$ cat src/include/phy_regs_pkg.sv
// package for the memory information and receive/phy control slice
// assumes a 16-bit register port with 4-bit word offsets on ref_clk
package phy_regs_pkg;

    // register offsets as seen on the register port
    localparam logic [3:0] MEM_INFO_OFFSET  = 4'h8;
    localparam logic [3:0] RX_PHY_CTRL_OFFSET = 4'ha;

    // memory information layout: free in the high byte, total in the low
    localparam int unsigned FREE_LSB  = 8;
    localparam int unsigned TOTAL_LSB = 0;
    localparam int unsigned BYTE_W    = 8;

    // total buffer size in 2K * multiplier units, multiplier is one
    localparam int unsigned MEM_MULT        = 1;
    localparam logic [7:0]  MEM_TOTAL_UNITS = 8'h04;

    // receive/phy control field positions
    localparam int unsigned SPEED_BIT      = 13;
    localparam int unsigned DUPLEX_BIT     = 12;
    localparam int unsigned AUTONEG_BIT    = 11;
    localparam int unsigned LED_A_SEL_LSB  = 5;
    localparam int unsigned LED_B_SEL_LSB  = 2;
    localparam int unsigned LED_SEL_W      = 3;
    localparam logic [15:0] RX_PHY_RESET   = 16'h0000;
    localparam logic [15:0] RX_PHY_WMASK   = 16'h38fc;

    // led selector codes
    typedef enum logic [2:0] {
        LED_ANY_LINK, LED_RSVD, LED_LINK10, LED_FULL_DUPLEX,
        LED_ACTIVITY, LED_LINK100, LED_RECEIVE, LED_TRANSMIT
    } led_code_t;

    // phy register 0 control bits as seen by this block
    typedef struct packed {
        logic speed_100;
        logic full_duplex;
        logic autoneg_enable;
    } phy_ctrl_t;

    // outcome of auto-negotiation
    typedef struct packed {
        logic speed_100;
        logic full_duplex;
    } autoneg_select_result_t;

    // resolved operating mode handed to the phy
    typedef struct packed {
        logic speed_100;
        logic full_duplex;
        logic autoneg_run;
    } phy_mode_t;

    // phy status indications, active high
    typedef struct packed {
        logic link10_ind;
        logic full_duplex_ind;
        logic activity_ind;
        logic link100_ind;
        logic receive_ind;
        logic transmit_ind;
    } led_ind_t;

    // free-space report from the buffer manager
    typedef struct packed {
        logic       valid;
        logic [7:0] units;
    } buf_free_t;

endpackage

$ cat src/logic/led_mux.sv
// one led output selected from the phy indications
// assumes indications come from logic on ref_clk
module led_mux (
    input  wire logic                    ref_clk,
    input  wire logic                    reset_n,
    input  wire logic [2:0]              sel,
    input  wire phy_regs_pkg::led_ind_t  ind,
    output logic                         led
);

    // map a selector code onto one indication
    function automatic logic pick(input logic [2:0] code,
                                  input phy_regs_pkg::led_ind_t i);
        logic r;
        r = 1'b0;
        case (phy_regs_pkg::led_code_t'(code))
            phy_regs_pkg::LED_ANY_LINK:    r = i.link100_ind | i.link10_ind;
            phy_regs_pkg::LED_RSVD:        r = 1'b0;
            phy_regs_pkg::LED_LINK10:      r = i.link10_ind;
            phy_regs_pkg::LED_FULL_DUPLEX: r = i.full_duplex_ind;
            phy_regs_pkg::LED_ACTIVITY:    r = i.activity_ind;
            phy_regs_pkg::LED_LINK100:     r = i.link100_ind;
            phy_regs_pkg::LED_RECEIVE:     r = i.receive_ind;
            phy_regs_pkg::LED_TRANSMIT:    r = i.transmit_ind;
            default:                       r = 1'b0;
        endcase
        return r;
    endfunction

    // registered led drive
    always_ff @(posedge ref_clk or negedge reset_n) begin
        if (!reset_n) begin
            led <= 1'b0;
        end else begin
            led <= pick(sel, ind);
        end
    end

endmodule

$ cat src/logic/phy_mode_led_select_regs.sv
// memory information and receive/phy control registers with led select
// assumes phy status, phy control and buffer-manager inputs on ref_clk
//
// Design decision made here: the plain strobed port.
module phy_mode_led_select_regs (
    input  wire logic                        ref_clk,
    input  wire logic                        reset_n,
    input  wire logic [3:0]                  addr,
    input  wire logic [15:0]                 wdata,
    input  wire logic                        wr_en,
    input  wire logic                        rd_en,
    output logic [15:0]                      rdata,
    input  wire logic                        mmu_reset,
    input  wire phy_regs_pkg::buf_free_t     buf_free,
    input  wire phy_regs_pkg::phy_ctrl_t     phy_ctrl,
    input  wire phy_regs_pkg::autoneg_select_result_t  autoneg_select_result,
    input  wire phy_regs_pkg::led_ind_t      led_ind,
    output phy_regs_pkg::phy_mode_t          phy_mode,
    output logic                             led_out_first,
    output logic                             led_out_second
);

    logic [7:0]  free_reg;
    logic [7:0]  free_next;
    logic [15:0] rx_phy_reg;
    logic [15:0] rx_phy_next;
    logic [15:0] rdata_next;
    logic        speed_select;
    logic        duplex_select;
    logic        autoneg_select;
    logic [2:0]  led_sel [2];
    logic [1:0]  led_drv;
    logic        hit_mem;
    logic        hit_ctrl;

    // address decode
    assign hit_mem  = (addr == phy_regs_pkg::MEM_INFO_OFFSET);
    assign hit_ctrl = (addr == phy_regs_pkg::RX_PHY_CTRL_OFFSET);

    // control field taps
    assign speed_select   = rx_phy_reg[phy_regs_pkg::SPEED_BIT];
    assign duplex_select  = rx_phy_reg[phy_regs_pkg::DUPLEX_BIT];
    assign autoneg_select = rx_phy_reg[phy_regs_pkg::AUTONEG_BIT];
    assign led_sel[0] =
        rx_phy_reg[phy_regs_pkg::LED_A_SEL_LSB +: phy_regs_pkg::LED_SEL_W];
    assign led_sel[1] =
        rx_phy_reg[phy_regs_pkg::LED_B_SEL_LSB +: phy_regs_pkg::LED_SEL_W];

    // free space: mmu reset reloads total, else follow buffer manager
    always_comb begin
        free_next = free_reg;
        if (mmu_reset) begin
            free_next = phy_regs_pkg::MEM_TOTAL_UNITS;
        end else if (buf_free.valid) begin
            free_next = buf_free.units;
        end
    end

    // free space register, power-on value is the total size
    always_ff @(posedge ref_clk or negedge reset_n) begin
        if (!reset_n) begin
            free_reg <= phy_regs_pkg::MEM_TOTAL_UNITS;
        end else begin
            free_reg <= free_next;
        end
    end

    // control register write, reserved bits stay zero
    always_comb begin
        rx_phy_next = rx_phy_reg;
        if (wr_en && hit_ctrl) begin
            rx_phy_next = wdata & phy_regs_pkg::RX_PHY_WMASK;
        end
    end

    // control register, selectors reset to the any-link code
    always_ff @(posedge ref_clk or negedge reset_n) begin
        if (!reset_n) begin
            rx_phy_reg <= phy_regs_pkg::RX_PHY_RESET;
        end else begin
            rx_phy_reg <= rx_phy_next;
        end
    end

    // read mux; unmapped offsets read zero
    always_comb begin
        rdata_next = 16'h0000;
        if (hit_mem) begin
            rdata_next[phy_regs_pkg::FREE_LSB +: phy_regs_pkg::BYTE_W] =
                free_reg;
            rdata_next[phy_regs_pkg::TOTAL_LSB +: phy_regs_pkg::BYTE_W] =
                phy_regs_pkg::MEM_TOTAL_UNITS;
        end else if (hit_ctrl) begin
            rdata_next = rx_phy_reg;
        end
    end

    // read data stands only in the cycle after the read strobe
    always_ff @(posedge ref_clk or negedge reset_n) begin
        if (!reset_n) begin
            rdata <= 16'h0000;
        end else if (rd_en) begin
            rdata <= rdata_next;
        end else begin
            rdata <= 16'h0000;
        end
    end

    // speed and duplex resolution and negotiation enable
    always_ff @(posedge ref_clk or negedge reset_n) begin
        if (!reset_n) begin
            phy_mode <= '0;
        end else if (!autoneg_select) begin
            phy_mode.speed_100   <= speed_select;
            phy_mode.full_duplex <= duplex_select;
            phy_mode.autoneg_run <= 1'b0;
        end else if (phy_ctrl.autoneg_enable) begin
            phy_mode.speed_100   <= autoneg_select_result.speed_100;
            phy_mode.full_duplex <= autoneg_select_result.full_duplex;
            phy_mode.autoneg_run <= 1'b1;
        end else begin
            phy_mode.speed_100   <= phy_ctrl.speed_100;
            phy_mode.full_duplex <= phy_ctrl.full_duplex;
            phy_mode.autoneg_run <= 1'b0;
        end
    end

    // one selector per led, both share the same code map
    for (genvar g = 0; g < 2; g++) begin : g_led
        led_mux u_led (
            .ref_clk (ref_clk),
            .reset_n (reset_n),
            .sel     (led_sel[g]),
            .ind     (led_ind),
            .led     (led_drv[g])
        );
    end

    assign led_out_first  = led_drv[0];
    assign led_out_second = led_drv[1];

    // expected led level for a selector code, used by the checks
    function automatic logic led_expect(input logic [2:0] code,
                                        input phy_regs_pkg::led_ind_t i);
        logic r;
        r = 1'b0;
        case (code)
            3'h0:    r = i.link100_ind | i.link10_ind;
            3'h2:    r = i.link10_ind;
            3'h3:    r = i.full_duplex_ind;
            3'h4:    r = i.activity_ind;
            3'h5:    r = i.link100_ind;
            3'h6:    r = i.receive_ind;
            3'h7:    r = i.transmit_ind;
            default: r = 1'b0;
        endcase
        return r;
    endfunction

    // checks on the register port

    // free amount read back in the high byte
    chk_free_readback: assert property (
        @(posedge ref_clk) disable iff (!reset_n)
        (rd_en && hit_mem && !mmu_reset && !buf_free.valid)
        |=> rdata[phy_regs_pkg::FREE_LSB +: phy_regs_pkg::BYTE_W] == free_reg
    ) else $error("free memory byte does not match free space");

    // total size always reads in the low byte
    chk_total_size: assert property (
        @(posedge ref_clk) disable iff (!reset_n)
        (rd_en && hit_mem) |=>
            rdata[phy_regs_pkg::TOTAL_LSB +: phy_regs_pkg::BYTE_W] ==
            phy_regs_pkg::MEM_TOTAL_UNITS
    ) else $error("memory size byte is wrong");

    // mmu reset reloads free space with the total
    chk_mmu_reload: assert property (
        @(posedge ref_clk) disable iff (!reset_n)
        mmu_reset |=> free_reg == phy_regs_pkg::MEM_TOTAL_UNITS
    ) else $error("free space not reloaded on mmu reset");

    // mmu reset followed by a read reports the total as free
    chk_reload_visible: assert property (
        @(posedge ref_clk) disable iff (!reset_n)
        (mmu_reset ##1 (rd_en && hit_mem && !mmu_reset && !buf_free.valid))
        |=> rdata[phy_regs_pkg::FREE_LSB +: phy_regs_pkg::BYTE_W] ==
            phy_regs_pkg::MEM_TOTAL_UNITS
    ) else $error("free space after mmu reset not the total");

    // checks on mode resolution

    // manual speed follows the speed bit
    chk_manual_speed: assert property (
        @(posedge ref_clk) disable iff (!reset_n)
        !autoneg_select |=> phy_mode.speed_100 == $past(speed_select)
    ) else $error("manual speed not forced by speed bit");

    // auto speed ignores the speed bit
    chk_auto_speed: assert property (
        @(posedge ref_clk) disable iff (!reset_n)
        autoneg_select |=> phy_mode.speed_100 ==
            ($past(phy_ctrl.autoneg_enable) ? $past(autoneg_select_result.speed_100)
                                            : $past(phy_ctrl.speed_100))
    ) else $error("auto speed not from negotiation or phy control");

    // manual duplex follows the duplex bit
    chk_manual_duplex: assert property (
        @(posedge ref_clk) disable iff (!reset_n)
        !autoneg_select |=> phy_mode.full_duplex == $past(duplex_select)
    ) else $error("manual duplex not forced by duplex bit");

    // auto duplex ignores the duplex bit
    chk_auto_duplex: assert property (
        @(posedge ref_clk) disable iff (!reset_n)
        autoneg_select |=> phy_mode.full_duplex ==
            ($past(phy_ctrl.autoneg_enable) ? $past(autoneg_select_result.full_duplex)
                                            : $past(phy_ctrl.full_duplex))
    ) else $error("auto duplex not from negotiation or phy control");

    // negotiation runs only with both enables
    chk_autoneg_select_both: assert property (
        @(posedge ref_clk) disable iff (!reset_n)
        1'b1 |=> phy_mode.autoneg_run ==
            ($past(autoneg_select) && $past(phy_ctrl.autoneg_enable))
    ) else $error("negotiation enable does not need both bits");

    // checks on led selection

    // first led follows its selector
    chk_led_first: assert property (
        @(posedge ref_clk) disable iff (!reset_n)
        1'b1 |=> led_out_first == led_expect($past(led_sel[0]),
                                             $past(led_ind))
    ) else $error("first led shows the wrong indication");

    // default code gives combined link on the first led
    chk_led_first_dflt: assert property (
        @(posedge ref_clk) disable iff (!reset_n)
        (led_sel[0] == 3'h0) |=> led_out_first ==
            ($past(led_ind.link100_ind) | $past(led_ind.link10_ind))
    ) else $error("first led default is not combined link");

    // second led shares the map
    chk_led_second: assert property (
        @(posedge ref_clk) disable iff (!reset_n)
        1'b1 |=> led_out_second == led_expect($past(led_sel[1]),
                                              $past(led_ind))
    ) else $error("second led shows the wrong indication");

    // reserved code keeps a led dark
    chk_led_reserved: assert property (
        @(posedge ref_clk) disable iff (!reset_n)
        (led_sel[1] == 3'h1) |=> !led_out_second
    ) else $error("reserved led code lights the led");

    // main scenarios
    cov_mmu_reload: cover property (
        @(posedge ref_clk) disable iff (!reset_n)
        mmu_reset ##1 (rd_en && hit_mem)
    );

    cov_manual_mode: cover property (
        @(posedge ref_clk) disable iff (!reset_n)
        (wr_en && hit_ctrl && !wdata[phy_regs_pkg::AUTONEG_BIT]
         && wdata[phy_regs_pkg::SPEED_BIT])
    );

    cov_auto_mode: cover property (
        @(posedge ref_clk) disable iff (!reset_n)
        autoneg_select && phy_ctrl.autoneg_enable ##1 phy_mode.autoneg_run
    );

    cov_led_codes: cover property (
        @(posedge ref_clk) disable iff (!reset_n)
        (led_sel[0] == 3'h7) && (led_sel[1] == 3'h4)
    );

endmodule

$ cat config.mk
export PLATFORM = sky130hd
export DESIGN_NAME = phy_mode_led_select_regs
export DESIGN_NICKNAME = d
export VERILOG_FILES = /design/src/include/phy_regs_pkg.sv /design/src/logic/led_mux.sv /design/src/logic/phy_mode_led_select_regs.sv
export SDC_FILE = /design/constraint.sdc
export NUM_CORES = 1
export LEC_CHECK = 0
export ABC_AREA = 0
export BUFFER_PORTS_ARGS = -buffer_cell sky130_fd_sc_hd__buf_2
export CORE_MARGIN = 3
export CORE_UTILIZATION = 46
export CTS_CLUSTER_DIAMETER = 150
export DETAILED_ROUTE_END_ITERATION = 8
export PLACE_DENSITY = 0.79
export SETUP_SLACK_MARGIN = 0.15
export SYNTH_ARGS = -nofsm -noshare
export SYNTH_HDL_FRONTEND = slang
export SYNTH_SLANG_ARGS = --single-unit
$ cat constraint.sdc
create_clock -name ref_clk -period 1.4 [get_ports ref_clk]
set_input_delay 0.21 -clock ref_clk [delete_from_list [all_inputs] [get_ports ref_clk]]
set_output_delay 0.21 -clock ref_clk [all_outputs]
set_load 0.02 [all_outputs]
==> results of run 1 <==
-- worst max path at each step --
stage                                    end  slack, ns  cells after the start
after global routing      g_led[1].u_led.led       0.13                      3
after CTS                 g_led[1].u_led.led       0.16                      3
after global placement         rx_phy_reg[5]       0.17                      5
final                     g_led[1].u_led.led       0.15                      3
after detailed placement       rx_phy_reg[3]       0.12                      5
after floorplan           g_led[1].u_led.led       0.24                      3
-- timing repair --
item                                   CTS  global route
resized for setup                        0             1
hold buffers                             1             0
setup endpoints to repair                0             2
setup buffers                            0             2
endpoints found under the hold margin   35             0
-- worst max-delay path, stage by stage, from the launching register on --
cell and delay (ns):
dfrtp_1 0.41, mux4_1 0.56, inv_1 0.07, a22oi_1 0.08
-- placed cells by master (no fill, tap or decap), types with 3 or more instances in the layout --
cell type  synthesis  routed
buf_2              2      56
dfrtp_1           35      34
nor2_1            14      14
mux2i_1           13      13
mux2_4             9       9
and3_1             7       7
and2_1             6       6
clkbuf_4           0       5
buf_4              2       5
a21oi_1            4       4
nor2b_1            3       3
-- per-stage QoR --
stage,hold slack [ns],util
3_3_place_gp,0.261,0.599
5_1_grt,0.0895,0.627
4_1_cts,0.0822,0.622
3_5_place_dp,0.268,0.599
6_report,0.0907,0.627
2_1_floorplan,-0.0856,-
-- kinds of logic after synthesis --
logic type / Yosys count / synth area share
AO/OA/AOI/OAI: 11 / 0.0458
buffers and inverters: 8 / 0.0316
flip-flops: 36 / 0.600
multiplexers: 23 / 0.194
other: 1 / 0.00250
AND/OR/NAND/NOR: 34 / 0.126
-- cell type report --
class	instances	area [µm²]	share of cell area
Tap cell	44	55.1	0.0285
Timing Repair Buffer	63	348	0.180
Inverter	2	7.51	0.00389
Multi-Input combinational cell	70	557	0.289
Sequential cell	36	903	0.468
Clock buffer	8	58.8	0.0305
-- per-layer routing --
metal,share of wire,global-route usage,vias up
li1,-,-,517
met1,0.43,0.212,521
met2,0.52,0.258,32
met3,0.050,0.0392,2
met4,0.0034,0.0496,0
met5,0,0,-
-- power groups by stage --
stage | sequential [W] | combinational (W) | clock [W]
5_1_grt | 0.00128 | 0.000511 | 0.000611
6_report | 0.00126 | 0.000469 | 0.000555
2_1_floorplan | 0.00131 | 0.000237 | 0
4_1_cts | 0.00126 | 0.000452 | 0.000565
3_5_place_dp | 0.00128 | 0.000449 | 0
3_3_place_gp | 0.00127 | 0.000433 | 0
==> results.md, run 1 <==
* Status: complete, no violations
* Vias per cell at 4.81
* Pre-CTS setup slack at 0.124 ns
* Pwr per Cell Area at approximately 1200 mW/mm²
* H-tree levels at 2
* Final GP Congestion at 0.704
* Max reg flops at 14
* Hold Startpoint: buf_free[2]
* Worst Clk Skew at 0.0122 ns
* CP Max Fanout at 4
* Final-report max-slew violation count at 0
* Post-synth top area share at 0.583
* Filler cell count in the final layout at about 270
* Detailed Route WL at 2.96 mm
* Hold Crit Depth at 2
* Mapped Cells at 113
* Gr usage total at 0.160
* Syn. warnings at 0
* Initial Util at 0.488
* RR Endpoint: g_led[1].u_led.led
* Placed cell areas at 0.00184 mm²
* Post-synth ARST share at 1.00
* EDFF count, synth at 0
* Hpwl dp at 2.29 mm
* Period Utilization, post-route at 0.890
* Synth area leader: dfrtp_1
* DRT iter0 DRCs at 50
* Avg WL per Cell at 13.3 µm
* Largest net degree at the start of global routing at 37
* Final setup vio count at 0
* Area delta synth->final at 28.4%
* Total power at 0.00229 W
* Internal Power at about 0.0017 W
* Distinct cells, synth at 26
* Detail Route Antenna Nets at 0
* Cell area after layout at 0.00193 mm²
* Worst skew pair latency at between 0.3 and 0.4 ns
* DRT Pass-1 Iters at 4
* Arr. time, crit path at 1.45 ns
* IO Count at 66
* CORE AREA at 0.00308 mm²
* FMAX at 803 MHz
* CTS tree: yes
* Count leader, synth: dfrtp_1
* Max-cap viol count at 0
* Setup_tns at 0 ns
* Unrepaired setup endpoints after global routing: false
* Number of global-route vias before repair at about 1.1k
* Die Area at 0.00399 mm²
* Worst Reg-to-Reg Cells at 3
* Setup ws final at 0.154 ns
* First-pass GRT wire length at 4.95 mm
* Worst VDD drop at 0.728 mV
* Synth Flop Type: dfrtp_1
* Port bufs at 56
* Reg2reg start: rx_phy_reg[2]
* DRC viols at 0
* Diodes inserted at 0
* Reg-to-reg slack, setup at 0.15 ns
* Switching pwr at 0.000621 W
* Reg clk slew, reported paths at 0.11 ns
* Remaining Overflow, GRT at 0
* Endpoints failing hold at 0
* Crit path launch: rx_phy_reg[2]
* Crit Path Class: flip-flop to flip-flop
* Clock Sinks at 36
* Clock root buffer: clkbuf_4
* Fin crit period at between 1 and 1.5 ns
* Worst hold path type: input pin to flip-flop
* Worst setup EP type: flip-flop
* Worst Setup Start Kind: flip-flop
* Seq/Total Area, Yosys at 0.600
* Mean Syn Cell Area at between 10 and 15 µm²
* Initial antenna violation count at 0
* Sw Ratio at 0.272
* Share of power burned in registers at 0.552
* WHS Endpoint: free_reg[2]
* Synth cell count leaders: 35 x dfrtp_1, 14 x nor2_1, 13 x mux2i_1
* Synth Cell Area at 0.00150 mm²
* Flip-flop and latch count after synthesis at 36
* Layout Nets at about 220
* Share of cells above drive strength 1 at 0.441
* Placement Rows at 20
* Placed Cells at 212
* Chip Height at around 63 µm
* Finished Layout Cells at between 200 and 250
* Critical Path RT at 1.61 ns
* Die width at 63.2 µm
* P_leak at 1.06 nW
* TritonCTS Buffers at 5
* Clock Path Buffers at 2
* Area contributors post-synth: dfrtp_1 58%, mux2_4 9.0%, mux2i_1 8.7%
* Gate power share at 0.205
* Clock Power Share at 0.243
* Vias post-DR at about 1.1k
Power figures use the tool's default switching activity.
==> run 2, diff against run 1 <==
Settings changed: CORE_MARGIN 3 to default, CORE_UTILIZATION 46 to 42, PLACE_DENSITY 0.79 to 0.76.
Clock period 1.4 ns to 1.1 ns, I/O delays scaled along.
==> results.md, run 2 (synthesized netlist as in run 1, its figures left out) <==
* DRT iter0 DRCs at 39 (-22%)
* Most common cell after layout, fill and taps aside: buf_2
* Clock Path Buffers at 2 (unchanged)
* Worst Clk Skew at 0.00526 ns (-0.00691 ns)
* CTS tree: yes
* Largest net degree at the start of global routing at 23 (-38%)
* Final setup vio count at 2 (+2)
* Arr. time, crit path at 1.34 ns (-0.11 ns)
* Port bufs at 56 (unchanged)
* Layout Nets at 225 (+0.90%)
* CP Max Fanout at 2 (-2)
* DRC viols at 0 (unchanged)
* Endpoints failing hold at 0 (unchanged)
* Clock Sinks at 36 (unchanged)
* Fin crit period at 1.12 ns (-0.121 ns)
* Worst setup EP type: flip-flop
* Initial antenna violation count at 0 (unchanged)
* Pwr per Cell Area at 1460 mW/mm² (+24%)
* Period Utilization, post-route at 1.02 (+0.132)
* Final GP Congestion at 0.727 (+3.2%)
* Initial Util at 0.443 (-0.0449)
* Die width at 61.8 µm (-2.1%)
* Finished Layout Cells at 227 (+1.8%)
* H-tree levels at 2 (unchanged)
* Worst skew pair latency at 0.33 ns (about the same)
* Commonest cells after routing, fill and taps aside: 37 x buf_2, 35 x dfrtp_1, 19 x buf_6, 13 x mux2i_1, 13 x nor2_1
* Worst hold path type: input pin to flip-flop
* Unrepaired setup endpoints after global routing: true
* Max-cap viol count at 0 (unchanged)
* Clock root buffer: clkbuf_4
* Share of cells above drive strength 1 at 0.475 (+0.0338)
* Number of global-route vias before repair at 1,126 (+2.0%)
* Status: finished with violations
* Total power at 0.00307 W (+34%)
* Remaining Overflow, GRT at 0 (unchanged)
* Cell area after layout at 0.00209 mm² (+8.6%)
* Vias post-DR at 1,129 (+5.3%)
* Max reg flops at 14 (unchanged)
* IO Count at 66 (unchanged)
* P_leak at 1.09 nW (+2.9%)
* Final-report max-slew violation count at 0 (unchanged)
* Area delta synth->final at 39.4%
* First-pass GRT wire length at 5.04 mm (+1.8%)
* DRT Pass-1 Iters at 4 (unchanged)
* Filler cell count in the final layout at 264 (-0.38%)
* Placement Rows at 21 (+5.0%)
* Placed cell areas at 0.00189 mm² (+2.2%)
* Avg WL per Cell at 13.9 µm (+4.7%)
* Vias per cell at 4.97 (+3.5%)
* CORE AREA at 0.00339 mm² (+10%)
* Chip Height at 61.8 µm (-2.1%)
* Worst Setup Start Kind: flip-flop
* FMAX at 889 MHz (+11%)
* Critical Path RT at 1.31 ns (-0.30 ns)
* Setup ws final at -0.0243 ns (-0.179 ns)
* Setup_tns at -0.0363 ns (-0.0363 ns)
* Worst VDD drop at 0.783 mV (+7.6%)
* Failing checks: setup timing
* Reg clk slew, reported paths at 0.10 ns (about the same)
* Layout Utilization at 0.618 (-0.00889)
* Crit Path Class: flip-flop to flip-flop
* Gr usage total at 0.193 (+0.0331)
* Detail Route Antenna Nets at 0 (unchanged)
* Die Area at 0.00382 mm² (-4.2%)
* TritonCTS Buffers at 5 (unchanged)
* Hpwl dp at 2.35 mm (+2.9%)
* Diodes inserted at 0 (unchanged)
* Detailed Route WL at 3.15 mm (+6.6%)
* Placed Cells at 217 (+2.4%)
[run 2: layout make-up]
cell class / instances / area, µm² / area share
repair buffers: 65 / 494 / 0.236
inverters: 2 / 7.51 / 0.00358
multi-input cells: 70 / 574 / 0.274
clock buffers: 8 / 58.8 / 0.0281
flip-flops and latches: 36 / 902 / 0.431
well taps: 46 / 57.6 / 0.0275
[run 2: final timing paths]
path / from / endpoint / slack, ns / cells after the start
max: rx_phy_reg[2] / g_led[1].u_led.led / -0.02 / 3
min: buf_free[2] / free_reg[2] / 0.05 / 2
max reg2reg: rx_phy_reg[2] / g_led[1].u_led.led / -0.02 / 3
min reg2reg: free_reg[1] / rdata[9] / 0.50 / 1
max in group asynchronous: reset_n / free_reg[2] / 0.32 / 3
min in group asynchronous: reset_n / g_led[0].u_led.led / 0.27 / 2
[run 2: repair_timing]
action | CTS | global route
endpoints found under the setup margin | 21 | 23
hold buffers | 1 | 0
setup buffers | 1 | 0
endpoints found under the hold margin | 14 | 0
gates resized for setup | 38 | 4
[run 2: metrics by stage]
step | hold slack [ns] | setup WS [ns]
after floorplan | -0.131 | -0.0166
after global placement | 0.0910 | -0.0590
after detailed placement | 0.0920 | -0.0902
after CTS | 0.0416 | -0.0233
after global routing | 0.0495 | -0.0798
final | 0.0489 | -0.0243
[run 2: where the power goes]
group | switching [W] | total, W | internal, W
logic | 0.000315 | 0.000751 | 0.000437
clock network | 0.000391 | 0.000706 | 0.000315
registers | 0.000131 | 0.00161 | 0.00148
[run 2: critical path: stages, from the launching register on]
cell and delay (ns):
dfrtp_1 0.38, mux4_2 0.51, inv_2 0.06, a22oi_2 0.06
[run 2: routing by layer]
layer  vias to the layer above  wire length, µm  track usage
met5                         -                0            0
met4                         0               59       0.0952
met3                         5              152       0.0414
met2                        44             1680        0.343
met1                       555             1260        0.220
li1                        525                -            -
